File: src/rtl/sari_pkg.sv
// Constants shared by the serial result interface design
package sari_pkg;
  localparam int unsigned RESULT_BITS = 16;
  localparam int unsigned FRAME_BITS_SELF = 18;
  localparam int unsigned FRAME_BITS_ECHO = 16;
  localparam logic [1:0] SELF_HEADER = 2'h2;
  localparam int unsigned PIN_COUNT = 8;
  // Pin positions in the synchronised input vector
  localparam int unsigned PIN_CNV_POS = 0;
  localparam int unsigned PIN_CNV_NEG = 1;
  localparam int unsigned PIN_SCLK = 2;
  localparam int unsigned PIN_ECHO = 3;
  localparam int unsigned PIN_SEL0 = 4;
  localparam int unsigned PIN_SEL1 = 5;
  localparam int unsigned PIN_BW = 6;
  localparam int unsigned PIN_CM = 7;
  // Timing
  localparam int unsigned CLK_PERIOD_NS = 20;
  localparam int unsigned CONV_TIME_NS = 100;
  localparam int unsigned CONV_CYCLES = (CONV_TIME_NS + CLK_PERIOD_NS - 1) / CLK_PERIOD_NS;
  localparam int unsigned STRAP_SETTLE = 3;
  // Register byte offsets
  localparam logic [7:0] OFS_CTRL = 8'h00;
  localparam logic [7:0] OFS_PATTERN = 8'h04;
  localparam logic [7:0] OFS_STATUS = 8'h08;
  localparam logic [7:0] OFS_RESULT = 8'h0C;
  localparam logic [7:0] OFS_COUNT = 8'h10;
  // Field positions
  localparam int unsigned CTRL_USE_PATTERN = 0;
  localparam int unsigned ST_ECHOED = 0;
  localparam int unsigned ST_BUSY = 1;
  localparam int unsigned ST_SHIFTING = 2;
  localparam int unsigned ST_BW_NARROW = 3;
  localparam int unsigned ST_CM_EN = 4;
  localparam int unsigned ST_REFBUF_EN = 5;
  localparam int unsigned ST_CNV_DIFF = 6;
  localparam int unsigned ST_STRAP_DONE = 7;
  // Reset values
  localparam logic [31:0] CTRL_RESET = 32'h0000_0000;
  localparam logic [15:0] PATTERN_RESET = 16'h0000;
  typedef enum logic [1:0] {
    SARI_IDLE = 2'h0,
    SARI_CONVERT = 2'h1,
    SARI_SHIFT = 2'h2
  } sari_state_type;
endpackage : sari_pkg

File: src/rtl/sari_sync.sv
// Two-flop synchroniser bank for asynchronous pin inputs
`timescale 1ns/1ps
`default_nettype none
module sari_sync #(
  parameter int unsigned WIDTH = 8
) (
  input wire logic clk,
  input wire logic rst_b,
  input wire logic [WIDTH-1:0] async_in,
  output logic [WIDTH-1:0] sync_out
);
  logic [WIDTH-1:0] meta_r;

  if (WIDTH < 1) begin : g_width_check
    $error("sari_sync: WIDTH must be at least 1");
  end

  // First stage feeds only the second stage
  always_ff @(posedge clk or negedge rst_b) begin
    if (!rst_b) begin
      meta_r <= '0;
      sync_out <= '0;
    end else begin
      meta_r <= async_in;
      sync_out <= meta_r;
    end
  end
endmodule : sari_sync
`default_nettype wire

File: src/rtl/sari_top.sv
// Convert control and serial result interface of a 16-bit sampling converter
`timescale 1ns/1ps
`default_nettype none
module sari_top
  import sari_pkg::*;
#(
  parameter int unsigned CONV_CYC = CONV_CYCLES
) (
  input wire logic clk,
  input wire logic rst_b,
  input wire logic convert_start_pos,
  input wire logic convert_start_neg,
  input wire logic shift_clock_pos,
  input wire logic echo_clock_out_pos_in,
  output logic echo_clock_out_pos_out,
  output logic echo_clock_out_pos_oe,
  output logic echo_clock_out_neg,
  output logic data_out_pos,
  output logic data_out_neg,
  input wire logic operation_select_0,
  input wire logic operation_select_1,
  input wire logic bandwidth_select,
  input wire logic common_mode_out_enable,
  output logic bandwidth_narrow,
  output logic common_mode_voltage_out,
  output logic reference_buffer_enable,
  input wire logic [RESULT_BITS-1:0] core_result,
  input wire logic hsel,
  input wire logic [31:0] haddr,
  input wire logic [1:0] htrans,
  input wire logic hwrite,
  input wire logic [2:0] hsize,
  input wire logic [31:0] hwdata,
  input wire logic hready,
  output logic [31:0] hrdata,
  output logic hreadyout,
  output logic hresp
);
  localparam int unsigned CNT_W = $clog2(CONV_CYC + 1);

  if (CONV_CYC < 1) begin : g_conv_check
    $error("sari_top: CONV_CYC must be at least 1");
  end

  logic [PIN_COUNT-1:0] pins_s;
  sari_sync #(.WIDTH(PIN_COUNT)) u_sync (
    .clk(clk),
    .rst_b(rst_b),
    .async_in({common_mode_out_enable, bandwidth_select, operation_select_1, operation_select_0,
               echo_clock_out_pos_in, shift_clock_pos, convert_start_neg, convert_start_pos}),
    .sync_out(pins_s)
  );

  sari_state_type state_r, state_nxt;
  logic cnv_prev_r, sclk_prev_r, echo_r, data_r, echoed_r, strap_done_r;
  logic [1:0] settle_r;
  logic [CNT_W-1:0] conv_cnt_r;
  logic [FRAME_BITS_SELF-1:0] shreg_r;
  logic [4:0] bits_left_r;
  logic [RESULT_BITS-1:0] sample_r, result_r, pattern_r;
  logic [31:0] ctrl_r, count_r, hrdata_r;
  logic bw_r, cm_r, refbuf_r;
  logic wr_pend_r;
  logic [7:0] addr_r;

  // Convert input signalling and edge
  wire cnv_single = ~pins_s[PIN_CNV_NEG];
  wire cnv_level = cnv_single ? pins_s[PIN_CNV_POS]
                              : (pins_s[PIN_CNV_POS] & ~pins_s[PIN_CNV_NEG]);
  wire cnv_rise = cnv_level & ~cnv_prev_r;
  wire sclk_fall = sclk_prev_r & ~pins_s[PIN_SCLK];
  wire conv_done = (state_r == SARI_CONVERT) && (conv_cnt_r == CNT_W'(CONV_CYC - 1)) && !cnv_rise;
  wire shift_now = sclk_fall && (bits_left_r != 5'h00);
  wire strap_take = !strap_done_r && (settle_r == 2'(STRAP_SETTLE - 1));
  wire [RESULT_BITS-1:0] sample_src = ctrl_r[CTRL_USE_PATTERN] ? pattern_r : core_result;
  wire [4:0] frame_len = echoed_r ? 5'(FRAME_BITS_ECHO) : 5'(FRAME_BITS_SELF);
  wire [RESULT_BITS-1:0] result_nxt_w = sample_r;
  wire [FRAME_BITS_SELF-1:0] frame_word = echoed_r ? {result_nxt_w, 2'h0} : {SELF_HEADER, result_nxt_w};

  // Next state
  always_comb begin
    state_nxt = state_r;
    unique case (state_r)
      SARI_IDLE: if (cnv_rise) state_nxt = SARI_CONVERT;
      SARI_CONVERT: if (conv_done) state_nxt = SARI_SHIFT;
      SARI_SHIFT: begin
        if (cnv_rise) begin
          state_nxt = SARI_CONVERT;
        end else if (bits_left_r == 5'h00) begin
          state_nxt = SARI_IDLE;
        end
      end
      default: state_nxt = SARI_IDLE;
    endcase
    if (cnv_rise) state_nxt = SARI_CONVERT;
  end

  always_ff @(posedge clk or negedge rst_b) begin
    if (!rst_b) begin
      state_r <= SARI_IDLE;
      cnv_prev_r <= 1'b0;
      sclk_prev_r <= 1'b0;
    end else begin
      state_r <= state_nxt;
      cnv_prev_r <= cnv_level;
      sclk_prev_r <= pins_s[PIN_SCLK];
    end
  end

  // Sampling and conversion timer
  always_ff @(posedge clk or negedge rst_b) begin
    if (!rst_b) begin
      conv_cnt_r <= '0;
      sample_r <= '0;
      result_r <= '0;
      count_r <= '0;
    end else if (cnv_rise) begin
      conv_cnt_r <= '0;
      sample_r <= sample_src;
      count_r <= count_r + 32'h1;
    end else if (state_r == SARI_CONVERT) begin
      conv_cnt_r <= conv_cnt_r + CNT_W'(1);
      if (conv_done) result_r <= sample_r;
    end
  end

  // Mode strap caught after reset release, pin undriven meanwhile
  always_ff @(posedge clk or negedge rst_b) begin
    if (!rst_b) begin
      settle_r <= 2'h0;
      strap_done_r <= 1'b0;
      echoed_r <= 1'b0;
    end else if (strap_take) begin
      strap_done_r <= 1'b1;
      echoed_r <= pins_s[PIN_ECHO];
    end else if (!strap_done_r) begin
      settle_r <= settle_r + 2'h1;
    end
  end

  // Output shifter; falls beyond the frame leave it idle
  always_ff @(posedge clk or negedge rst_b) begin
    if (!rst_b) begin
      shreg_r <= '0;
      bits_left_r <= 5'h00;
      data_r <= 1'b0;
    end else if (cnv_rise) begin
      bits_left_r <= 5'h00;
    end else if (conv_done) begin
      shreg_r <= frame_word;
      bits_left_r <= frame_len;
      data_r <= 1'b0;
    end else if (shift_now) begin
      data_r <= shreg_r[FRAME_BITS_SELF-1];
      shreg_r <= {shreg_r[FRAME_BITS_SELF-2:0], 1'b0};
      bits_left_r <= bits_left_r - 5'h01;
    end
  end

  // Echo clock moves in the same cycle as the data, so data changes on its fall
  always_ff @(posedge clk or negedge rst_b) begin
    if (!rst_b) begin
      echo_r <= 1'b0;
    end else begin
      echo_r <= pins_s[PIN_SCLK];
    end
  end

  // Static configuration pins
  always_ff @(posedge clk or negedge rst_b) begin
    if (!rst_b) begin
      bw_r <= 1'b0;
      cm_r <= 1'b0;
      refbuf_r <= 1'b0;
    end else begin
      bw_r <= pins_s[PIN_BW];
      cm_r <= pins_s[PIN_CM];
      refbuf_r <= pins_s[PIN_SEL0] & ~pins_s[PIN_SEL1];
    end
  end

  assign echo_clock_out_pos_oe = strap_done_r & echoed_r;
  assign echo_clock_out_pos_out = echo_r & echoed_r;
  assign echo_clock_out_neg = ~(echo_r & echoed_r);
  assign data_out_pos = data_r;
  assign data_out_neg = ~data_r;
  assign bandwidth_narrow = bw_r;
  assign common_mode_voltage_out = cm_r;
  assign reference_buffer_enable = refbuf_r;

  // AHB-Lite slave, zero wait states, always OKAY
  wire addr_phase = hsel && hready && htrans[1];
  wire [31:0] status_w = {24'h0, strap_done_r, ~cnv_single, refbuf_r, cm_r, bw_r,
                          (bits_left_r != 5'h00), (state_r == SARI_CONVERT), echoed_r};
  wire [7:0] raddr = haddr[7:0];
  wire [31:0] rd_mux = (haddr[31:8] != 24'h0) ? 32'h0 :
                       (raddr == OFS_CTRL) ? ctrl_r :
                       (raddr == OFS_PATTERN) ? {16'h0, pattern_r} :
                       (raddr == OFS_STATUS) ? status_w :
                       (raddr == OFS_RESULT) ? {16'h0, result_r} :
                       (raddr == OFS_COUNT) ? count_r : 32'h0;

  // Read data taken at the address phase, so it stands through the data phase
  always_ff @(posedge clk or negedge rst_b) begin
    if (!rst_b) begin
      wr_pend_r <= 1'b0;
      addr_r <= 8'h00;
      hrdata_r <= 32'h0;
    end else begin
      wr_pend_r <= addr_phase && hwrite && (haddr[31:8] == 24'h0) && (hsize == 3'h2);
      if (addr_phase) begin
        addr_r <= raddr;
        hrdata_r <= hwrite ? 32'h0 : rd_mux;
      end
    end
  end

  // Write data follows its address phase by one cycle
  always_ff @(posedge clk or negedge rst_b) begin
    if (!rst_b) begin
      ctrl_r <= CTRL_RESET;
      pattern_r <= PATTERN_RESET;
    end else if (wr_pend_r) begin
      if (addr_r == OFS_CTRL) ctrl_r <= {31'h0, hwdata[CTRL_USE_PATTERN]};
      if (addr_r == OFS_PATTERN) pattern_r <= hwdata[15:0];
    end
  end

  assign hrdata = hrdata_r;
  assign hreadyout = 1'b1;
  assign hresp = 1'b0;

  // Checks
  cnv_start_a: assert property (@(posedge clk) disable iff (!rst_b)
    cnv_rise |=> state_r == SARI_CONVERT && sample_r == $past(sample_src) && conv_cnt_r == '0)
    else $error("convert edge did not start a conversion");
  cnv_single_a: assert property (@(posedge clk) disable iff (!rst_b)
    !pins_s[PIN_CNV_NEG] && pins_s[PIN_CNV_POS] && !cnv_prev_r |-> cnv_rise)
    else $error("single-ended convert edge missed");
  mode_strap_a: assert property (@(posedge clk) disable iff (!rst_b)
    strap_take |=> strap_done_r && echoed_r == $past(pins_s[PIN_ECHO]) && echo_clock_out_pos_oe == echoed_r)
    else $error("interface mode not taken from strap");
  self_frame_a: assert property (@(posedge clk) disable iff (!rst_b)
    conv_done && !echoed_r |=> data_r == 1'b0 && shreg_r[17:16] == 2'h2 && bits_left_r == 5'h12)
    else $error("self-clocked frame header wrong");
  echo_copy_a: assert property (@(posedge clk) disable iff (!rst_b)
    echoed_r |=> echo_clock_out_pos_out == $past(pins_s[PIN_SCLK]))
    else $error("echo clock is not a copy of shift clock");
  data_hold_a: assert property (@(posedge clk) disable iff (!rst_b)
    !shift_now && !conv_done |=> $stable(data_r))
    else $error("data changed away from a shift clock fall");
  shift_bit_a: assert property (@(posedge clk) disable iff (!rst_b)
    shift_now && !cnv_rise |=> data_r == $past(shreg_r[17]) && bits_left_r == $past(bits_left_r) - 5'h01)
    else $error("shift clock fall did not advance data");
  echo_len_a: assert property (@(posedge clk) disable iff (!rst_b)
    conv_done && echoed_r |=> bits_left_r == 5'h10 && shreg_r[17:2] == $past(sample_r))
    else $error("echoed frame length or order wrong");
  cfg_pins_a: assert property (@(posedge clk) disable iff (!rst_b)
    1'b1 |=> bandwidth_narrow == $past(pins_s[PIN_BW]) && common_mode_voltage_out == $past(pins_s[PIN_CM]))
    else $error("static configuration not followed");
  conv_len_a: assert property (@(posedge clk) disable iff (!rst_b)
    $rose(state_r == SARI_CONVERT) |-> ##[1:300] (state_r != SARI_CONVERT || cnv_rise))
    else $error("conversion never ended");
  cfg_ref_a: assert property (@(posedge clk) disable iff (!rst_b)
    1'b1 |=> reference_buffer_enable == $past(pins_s[PIN_SEL0] & ~pins_s[PIN_SEL1]))
    else $error("reference buffer select not followed");
  echo_idle_a: assert property (@(posedge clk) disable iff (!rst_b)
    !echoed_r |-> !echo_clock_out_pos_oe && !echo_clock_out_pos_out)
    else $error("strapped echo pin driven in self-clocked mode");
  result_load_a: assert property (@(posedge clk) disable iff (!rst_b)
    conv_done |=> result_r == $past(sample_r))
    else $error("result not kept at conversion end");
  extra_fall_a: assert property (@(posedge clk) disable iff (!rst_b)
    sclk_fall && bits_left_r == 5'h00 && !conv_done |=> $stable(shreg_r) && $stable(data_r))
    else $error("shift clock fall beyond the frame moved data");
  frame_end_a: assert property (@(posedge clk) disable iff (!rst_b)
    state_r == SARI_SHIFT && bits_left_r == 5'h00 && !cnv_rise |=> state_r == SARI_IDLE)
    else $error("frame did not end after its last bit");

  conv_c: cover property (@(posedge clk) disable iff (!rst_b) conv_done);
  self_frame_c: cover property (@(posedge clk) disable iff (!rst_b)
    !echoed_r && shift_now && bits_left_r == 5'h01);
  echo_frame_c: cover property (@(posedge clk) disable iff (!rst_b)
    echoed_r && shift_now && bits_left_r == 5'h01);
  bus_write_c: cover property (@(posedge clk) disable iff (!rst_b) wr_pend_r && addr_r == OFS_CTRL);
  strap_c: cover property (@(posedge clk) disable iff (!rst_b) strap_take && pins_s[PIN_ECHO]);
endmodule : sari_top
`default_nettype wire

File: config.mk
export PLATFORM = sky130hd
export DESIGN_NAME = sari_top
export DESIGN_NICKNAME = d
export VERILOG_FILES = /design/src/rtl/sari_pkg.sv /design/src/rtl/sari_sync.sv /design/src/rtl/sari_top.sv
export SDC_FILE = /design/constraint.sdc
export NUM_CORES = 1
export LEC_CHECK = 0
export BUFFER_PORTS_ARGS = -buffer_cell sky130_fd_sc_hd__buf_2
export CAP_MARGIN = 20
export CORE_ASPECT_RATIO = 0.8
export CORE_MARGIN = 2
export CORE_UTILIZATION = 40
export CTS_CLUSTER_SIZE = 8
export DETAILED_ROUTE_END_ITERATION = 10
export PLACE_DENSITY = 0.63
export RECOVER_POWER = 100
export SLEW_MARGIN = 5
export SYNTH_ARGS = -nofsm -noshare
export SYNTH_HDL_FRONTEND = slang
export SYNTH_SLANG_ARGS = --single-unit
File: constraint.sdc
create_clock -name clk -period 1.85 [get_ports clk]
set_input_delay 0.2775 -clock clk [delete_from_list [all_inputs] [get_ports clk]]
set_output_delay 0.2775 -clock clk [all_outputs]
set_load 0.01 [all_outputs]
# Word level (Yosys, flattened, before mapping)
# Cells that the tools add are included.
[word_totals]
wordCells = 106
in_bits = 98
regBits = 176
[op_classes]
n_mux = 24
bitwise_logic = 15
eq_ne = 13
n_addsub = 4
reduce_logical = 27
[op_table]
columns = ["operator", "n"]
rows = [
  ["2-to-1 mux 32 bit", 7],
  ["2-to-1 mux 18 bit", 3],
  ["adder 32 x 1 -> 32 bit, second input constant", 1],
  ["zero test 24 bit", 1],
  ["nonzero test 24 bit", 1],
  ["equality test 8 x 3 -> 1 bit, second input constant", 2],
  ["equality test 8 x 4 -> 1 bit, second input constant", 2],
  ["zero test 8 bit", 2],
  ["2-to-1 mux 16 bit", 1],
  ["2-to-1 mux 5 bit", 3],
  ["logical AND 1 bit", 9],
  ["NOT 1 bit", 9],
  ["equality test 8 x 5 -> 1 bit, second input constant", 1],
  ["2-to-1 mux 2 bit", 4],
  ["AND reduction 2 bit", 4],
  ["bitwise AND 1 bit", 6],
  ["2-to-1 mux 3 bit", 2],
  ["inequality test 3 bit, second input constant", 2],
  ["one-hot mux 2 bit (3 select lines)", 1],
  ["AND reduction 3 bit", 2],
  ["zero test 5 bit", 1],
  ["nonzero test 5 bit", 1],
  ["subtractor 5 x 1 -> 5 bit, second input constant", 1],
  ["equality test 2 bit, second input constant", 2],
  ["other kinds (11)", 15],
]

# Depth between registers and ports, before layout
[logic_depth]
word_depth = 9
ltp_mapped = 9
depth_no_buf = 7

# Modules after synthesis
# A second synthesis with hierarchy kept.
[hier_totals]
cells_unflattened = 708
area_unflattened_um2 = 7632.3
[modules_own_cells]
columns = ["module", "instances", "area_each_um2", "cells_each"]
rows = [
  ["sari_top", 1, 7231.9, 692],
  ["sari_sync", 1, 400.4, 16],
]

# Worst setup path after synthesis
# No wires, ideal clock.
[synth_timing]
path_type = "reg2reg"
startpoint = "register bits_left_r[0]"
endpoint = "register shreg_r[13]"
setup_ns = 0.128
stages_incl_launch_ff = 9
required_ns = 1.722
path_buffers = 2
slack_ns = -0.125
arrival_time_ns = 1.848
synth_period_minus_slack_ns = 1.975
path_cell_list = "dfrtp_1 inv_1 ha_1 or4b_1 and3b_1 buf_2 o21ai_4 buf_2 o21ai_0"
[synth_via]
elab_chain_cells = 4
[synth_lines]
columns = ["item", "line", "text"]
rows = [
  ["from (decl)", "sari_top.sv:59", "logic [4:0] bits_left_r;"],
  ["from (signal assigned)", "sari_top.sv:151", "bits_left_r <= frame_len;"],
  ["from (signal assigned)", "sari_top.sv:156", "bits_left_r <= bits_left_r - 5'h01;"],
  ["nonzero test 5 bit", "sari_top.sv:73", "wire shift_now = sclk_fall && (bits_left_r != 5'h00);"],
  ["logical AND 1 bit", "sari_top.sv:73", ""],
  ["nonzero test 2 bit (no source line)", "-", ""],
  ["AND reduction 2 bit (no source line)", "-", ""],
  ["to (signal assigned)", "sari_top.sv:150", "shreg_r <= frame_word;"],
  ["to (signal assigned)", "sari_top.sv:155", "shreg_r <= {shreg_r[FRAME_BITS_SELF-2:0], 1'b0};"],
  ["to (decl)", "sari_top.sv:58", "logic [FRAME_BITS_SELF-1:0] shreg_r;"],
]
# Every way passes these cells.
# A chain may end at the register's enable or synchronous reset.

# Final worst setup path
[layout_timing]
startpoint = "register bits_left_r[1]"
endpoint = "register shreg_r[11]"
# Same word-level chain as after synthesis.

==> summary.md <==
| Metric | Value |
|---|---|
| RSZ-0062 raised after global routing | yes |
| Clock tree buffer depth | 2 |
| Clock sinks | 176 |
| Sw Share | 30.31% |
| Root Driver | clkbuf_16 |
| Maximum vdd drop | 458.7 uV |
| Drt drc | 0 |
| Final net count | 993 |
| Vias/cell | 5.076 |
| Lkg Pwr | 4.475 nW |
| Max Cap Viol | 0 |
| Post-route cell area | 9774 um2 |
| First-pass GRT wire length | 29630 um |
| FP Rows | 45 |
| Flop pwr share | 45.1% |
| Worst EP arrival | 2.30 ns |
| Commonest non-fill, non-tap cell in the layout | dfrtp_1 |
| Post-DRT Antenna Nets | 0 |
| WL per Instance | 16.08 um |
| Dpl hpwl | 13550 um |
| Worst Setup Path Type | reg -> reg |
| Clk pwr share | 34.3% |
| Ys async rst share | 100.0% |
| Core Footprint | 18920 um2 |
| Critical Path Sink Type | flip-flop |
| Post-DP Area | 8995 um2 |
| Final Slew Violations | 0 |
| Logic pwr share | 20.6% |
| Number of clock buffers inserted by TritonCTS | 17 |
| Internal Power | 7.481 mW |
| Slew margin rel. | 18.34% |
| Clk pin slew, worst setup/hold paths | 0.08 ns |
| Post-synth top flop | dfrtp_1 |
| H-tree Lvls | 4 |
| FMAX | 505.0 MHz |
| Status | complete, but fails checks |
| Crit path time final | 1.980 ns |
| Syn nets | 820 |
| Die Y | 128.1 um |
| Initial Util | 40.72% |
| Synthesized area | 7704 um2 |
| Distinct cell type count after synthesis | 55 |
| Initial antenna violation count | 0 |
| Worst slew pin tran | 1.225 ns |
| Setup Skew | 0.01034 ns |
| Worst EP required | 2.17 ns |
| # IOs | 140 |
| Hold slack | 0.07370 ns |
| Post-Place Cells | 1115 |
| Largest net degree at the start of global routing | 53 |
| Port bufs | 120 |
| Fin. Hold Viols | 0 |
| Area grow syn2layout | 26.88% |
| Hold Path Class | in -> reg |
| Final Wtd Congestion | 0.7641 |
| Share of cells above drive strength 1 | 26.14% |
| Die width | 159.2 um |
| Failing checks | setup timing |
| Count of state elements after synthesis | 176 |
| Die area | 20390 um2 |
| Clk Latency, worst-skew pair | 0.43 ns |
| Startpoint Class | flip-flop |
| Ant diodes | 0 |
| Most frequent cells in the layout | 176 x dfrtp_1, 116 x nand2_1, 82 x buf_2 |
| Final WL | 18670 um |
| GR Overflow Total | 0 |
| Syn Area/Cell | 10.74 um2 |
| Post-synth EDFFs | 0 |
| Pwr Density | 1098 nW/um2 |
| Critical path peak fanout | 8 |
| Min setup slack post-route | -0.1302 ns |
| Pwr Total | 10.73 mW |
| Fin crit share | 107.0% |
| GRT Resource Usage Total | 18.51% |
| Setup Viol. Count Final | 19 |
| TritonCTS clock tree | yes |
| Synth warn | 0 |
| Switch Pwr | 3.254 mW |
| Vias in the first global route | 5539 |
| Vias post-DR | 5893 |
| Post-synthesis sequential area ratio | 57.17% |
| Syn Inst Count | 717 |
| Starting DRC count in detailed routing | 284 |
| Non-filler cells in the finished layout | 1161 |
| First drt pass iteration count | 4 |
[area by class of cell]
type                       count  area [um2]
fill                        1776        9144
sequential                   176        4404
multi-input combinational    491        3178
timing repair buffer         194        1220
clock buffer                  17       425.4
tap                          258       322.8
clock inverter                15       186.4
inverter                      10       37.54
[synthesized netlist by cell type (all sizes together), types with 10 or more instances]
library cell | n | area share, %
nand3 | 18 | 1.2
nand2b | 11 | 0.89
clkbuf | 23 | 1.1
xnor2 | 28 | 3.2
dfrtp | 176 | 57
nand2 | 129 | 6.3
buf | 17 | 1.3
inv | 10 | 0.49
a22oi | 14 | 1.4
nor2 | 31 | 1.5
nor4 | 13 | 1.5
a21oi | 31 | 2.0
mux2i | 32 | 4.2
mux2 | 25 | 3.7
a22o | 16 | 1.8
o21ai | 66 | 4.4
[cells by family (layout without fill, tap and decap cells)]
group,count (synthesis),count (layout),share of synthesized area [%]
buf+inv,50,236,2.891
flops,176,176,57.17
compound gates,141,141,11.19
mux,57,57,7.812
fa+ha+maj,5,5,0.8121
xor+xnor,37,37,4.207
simple gates,249,249,15.82
other cells,2,2,0.09749
[routing by layer]
metal,routed length (um),up-vias,GRT usage (%)
li1,-,2839,-
met1,9734,2915,28.87
met2,7988,135,26.09
met3,883,4,4.691
met4,68,0,3.209
met5,0,-,0
[registers in the layout (all words and copies together), names as in the netlist, 8 cells and up]
name             flops
u_sync.sync_out      8
shreg_r             18
addr_r               8
result_nxt_w        16
count_r             32
pattern_r           16
result_r            16
u_sync.meta_r        8
hrdata              32
[power groups by stage]
stage	logic (mW)	registers, mW	clock network, mW
floorplan	1.19	4.80	0
global placement	1.89	4.87	0
detailed placement	1.94	4.88	0
CTS	1.97	4.82	3.76
global route	2.49	4.91	3.94
finish	2.21	4.84	3.68
[critical path, cell delays in order, from the launching register on]
cell       delay [ns]
dfrtp_1          0.39
inv_2            0.07
ha_4             0.13
or4b_4           0.46
and3b_2          0.27
o21ai_4          0.18
buf_12           0.15
clkbuf_16        0.15
o21ai_1          0.06
[worst paths after layout]
kind | startpoint | endpoint | slack, ns | cells after the start
setup / recovery | bits_left_r[1]$_DFFE_PN0P_ | shreg_r[11]$_DFFE_PN0P_ | -0.13 | 8
hold / removal | hwdata[4] | pattern_r[4]$_DFFE_PN0P_ | 0.07 | 2
setup reg to reg | bits_left_r[1]$_DFFE_PN0P_ | shreg_r[11]$_DFFE_PN0P_ | -0.13 | 8
hold reg to reg | u_sync.meta_r[5]$_DFF_PN0_ | u_sync.sync_out[5]$_DFF_PN0_ | 0.35 | 0
max in group asynchronous | rst_b | count_r[25]$_DFFE_PN0N_ | 0.27 | 3
min in group asynchronous | rst_b | pattern_r[10]$_DFFE_PN0P_ | 0.50 | 2
[per-stage QoR]
stage / util, % / setup WS (ns) / setup TNS, ns
floorplan: - / -0.1011 / -1.399
global placement: 47.55 / -0.2212 / -6.434
detailed placement: 47.55 / -0.2421 / -7.810
CTS: 51.28 / -0.1179 / -1.668
global route: 51.67 / -0.1713 / -3.186
finish: 51.67 / -0.1302 / -2.022
[timing repair]
action,in CTS,in global routing
resized for setup,1,45
endpoints found under the hold margin,36,0
cloned,0,2
endpoints found under the setup margin,22,29
hold buffers,9,0
pin swaps,0,22
buffers inserted,0,3
Note: power is estimated with default switching activity, not from simulation.
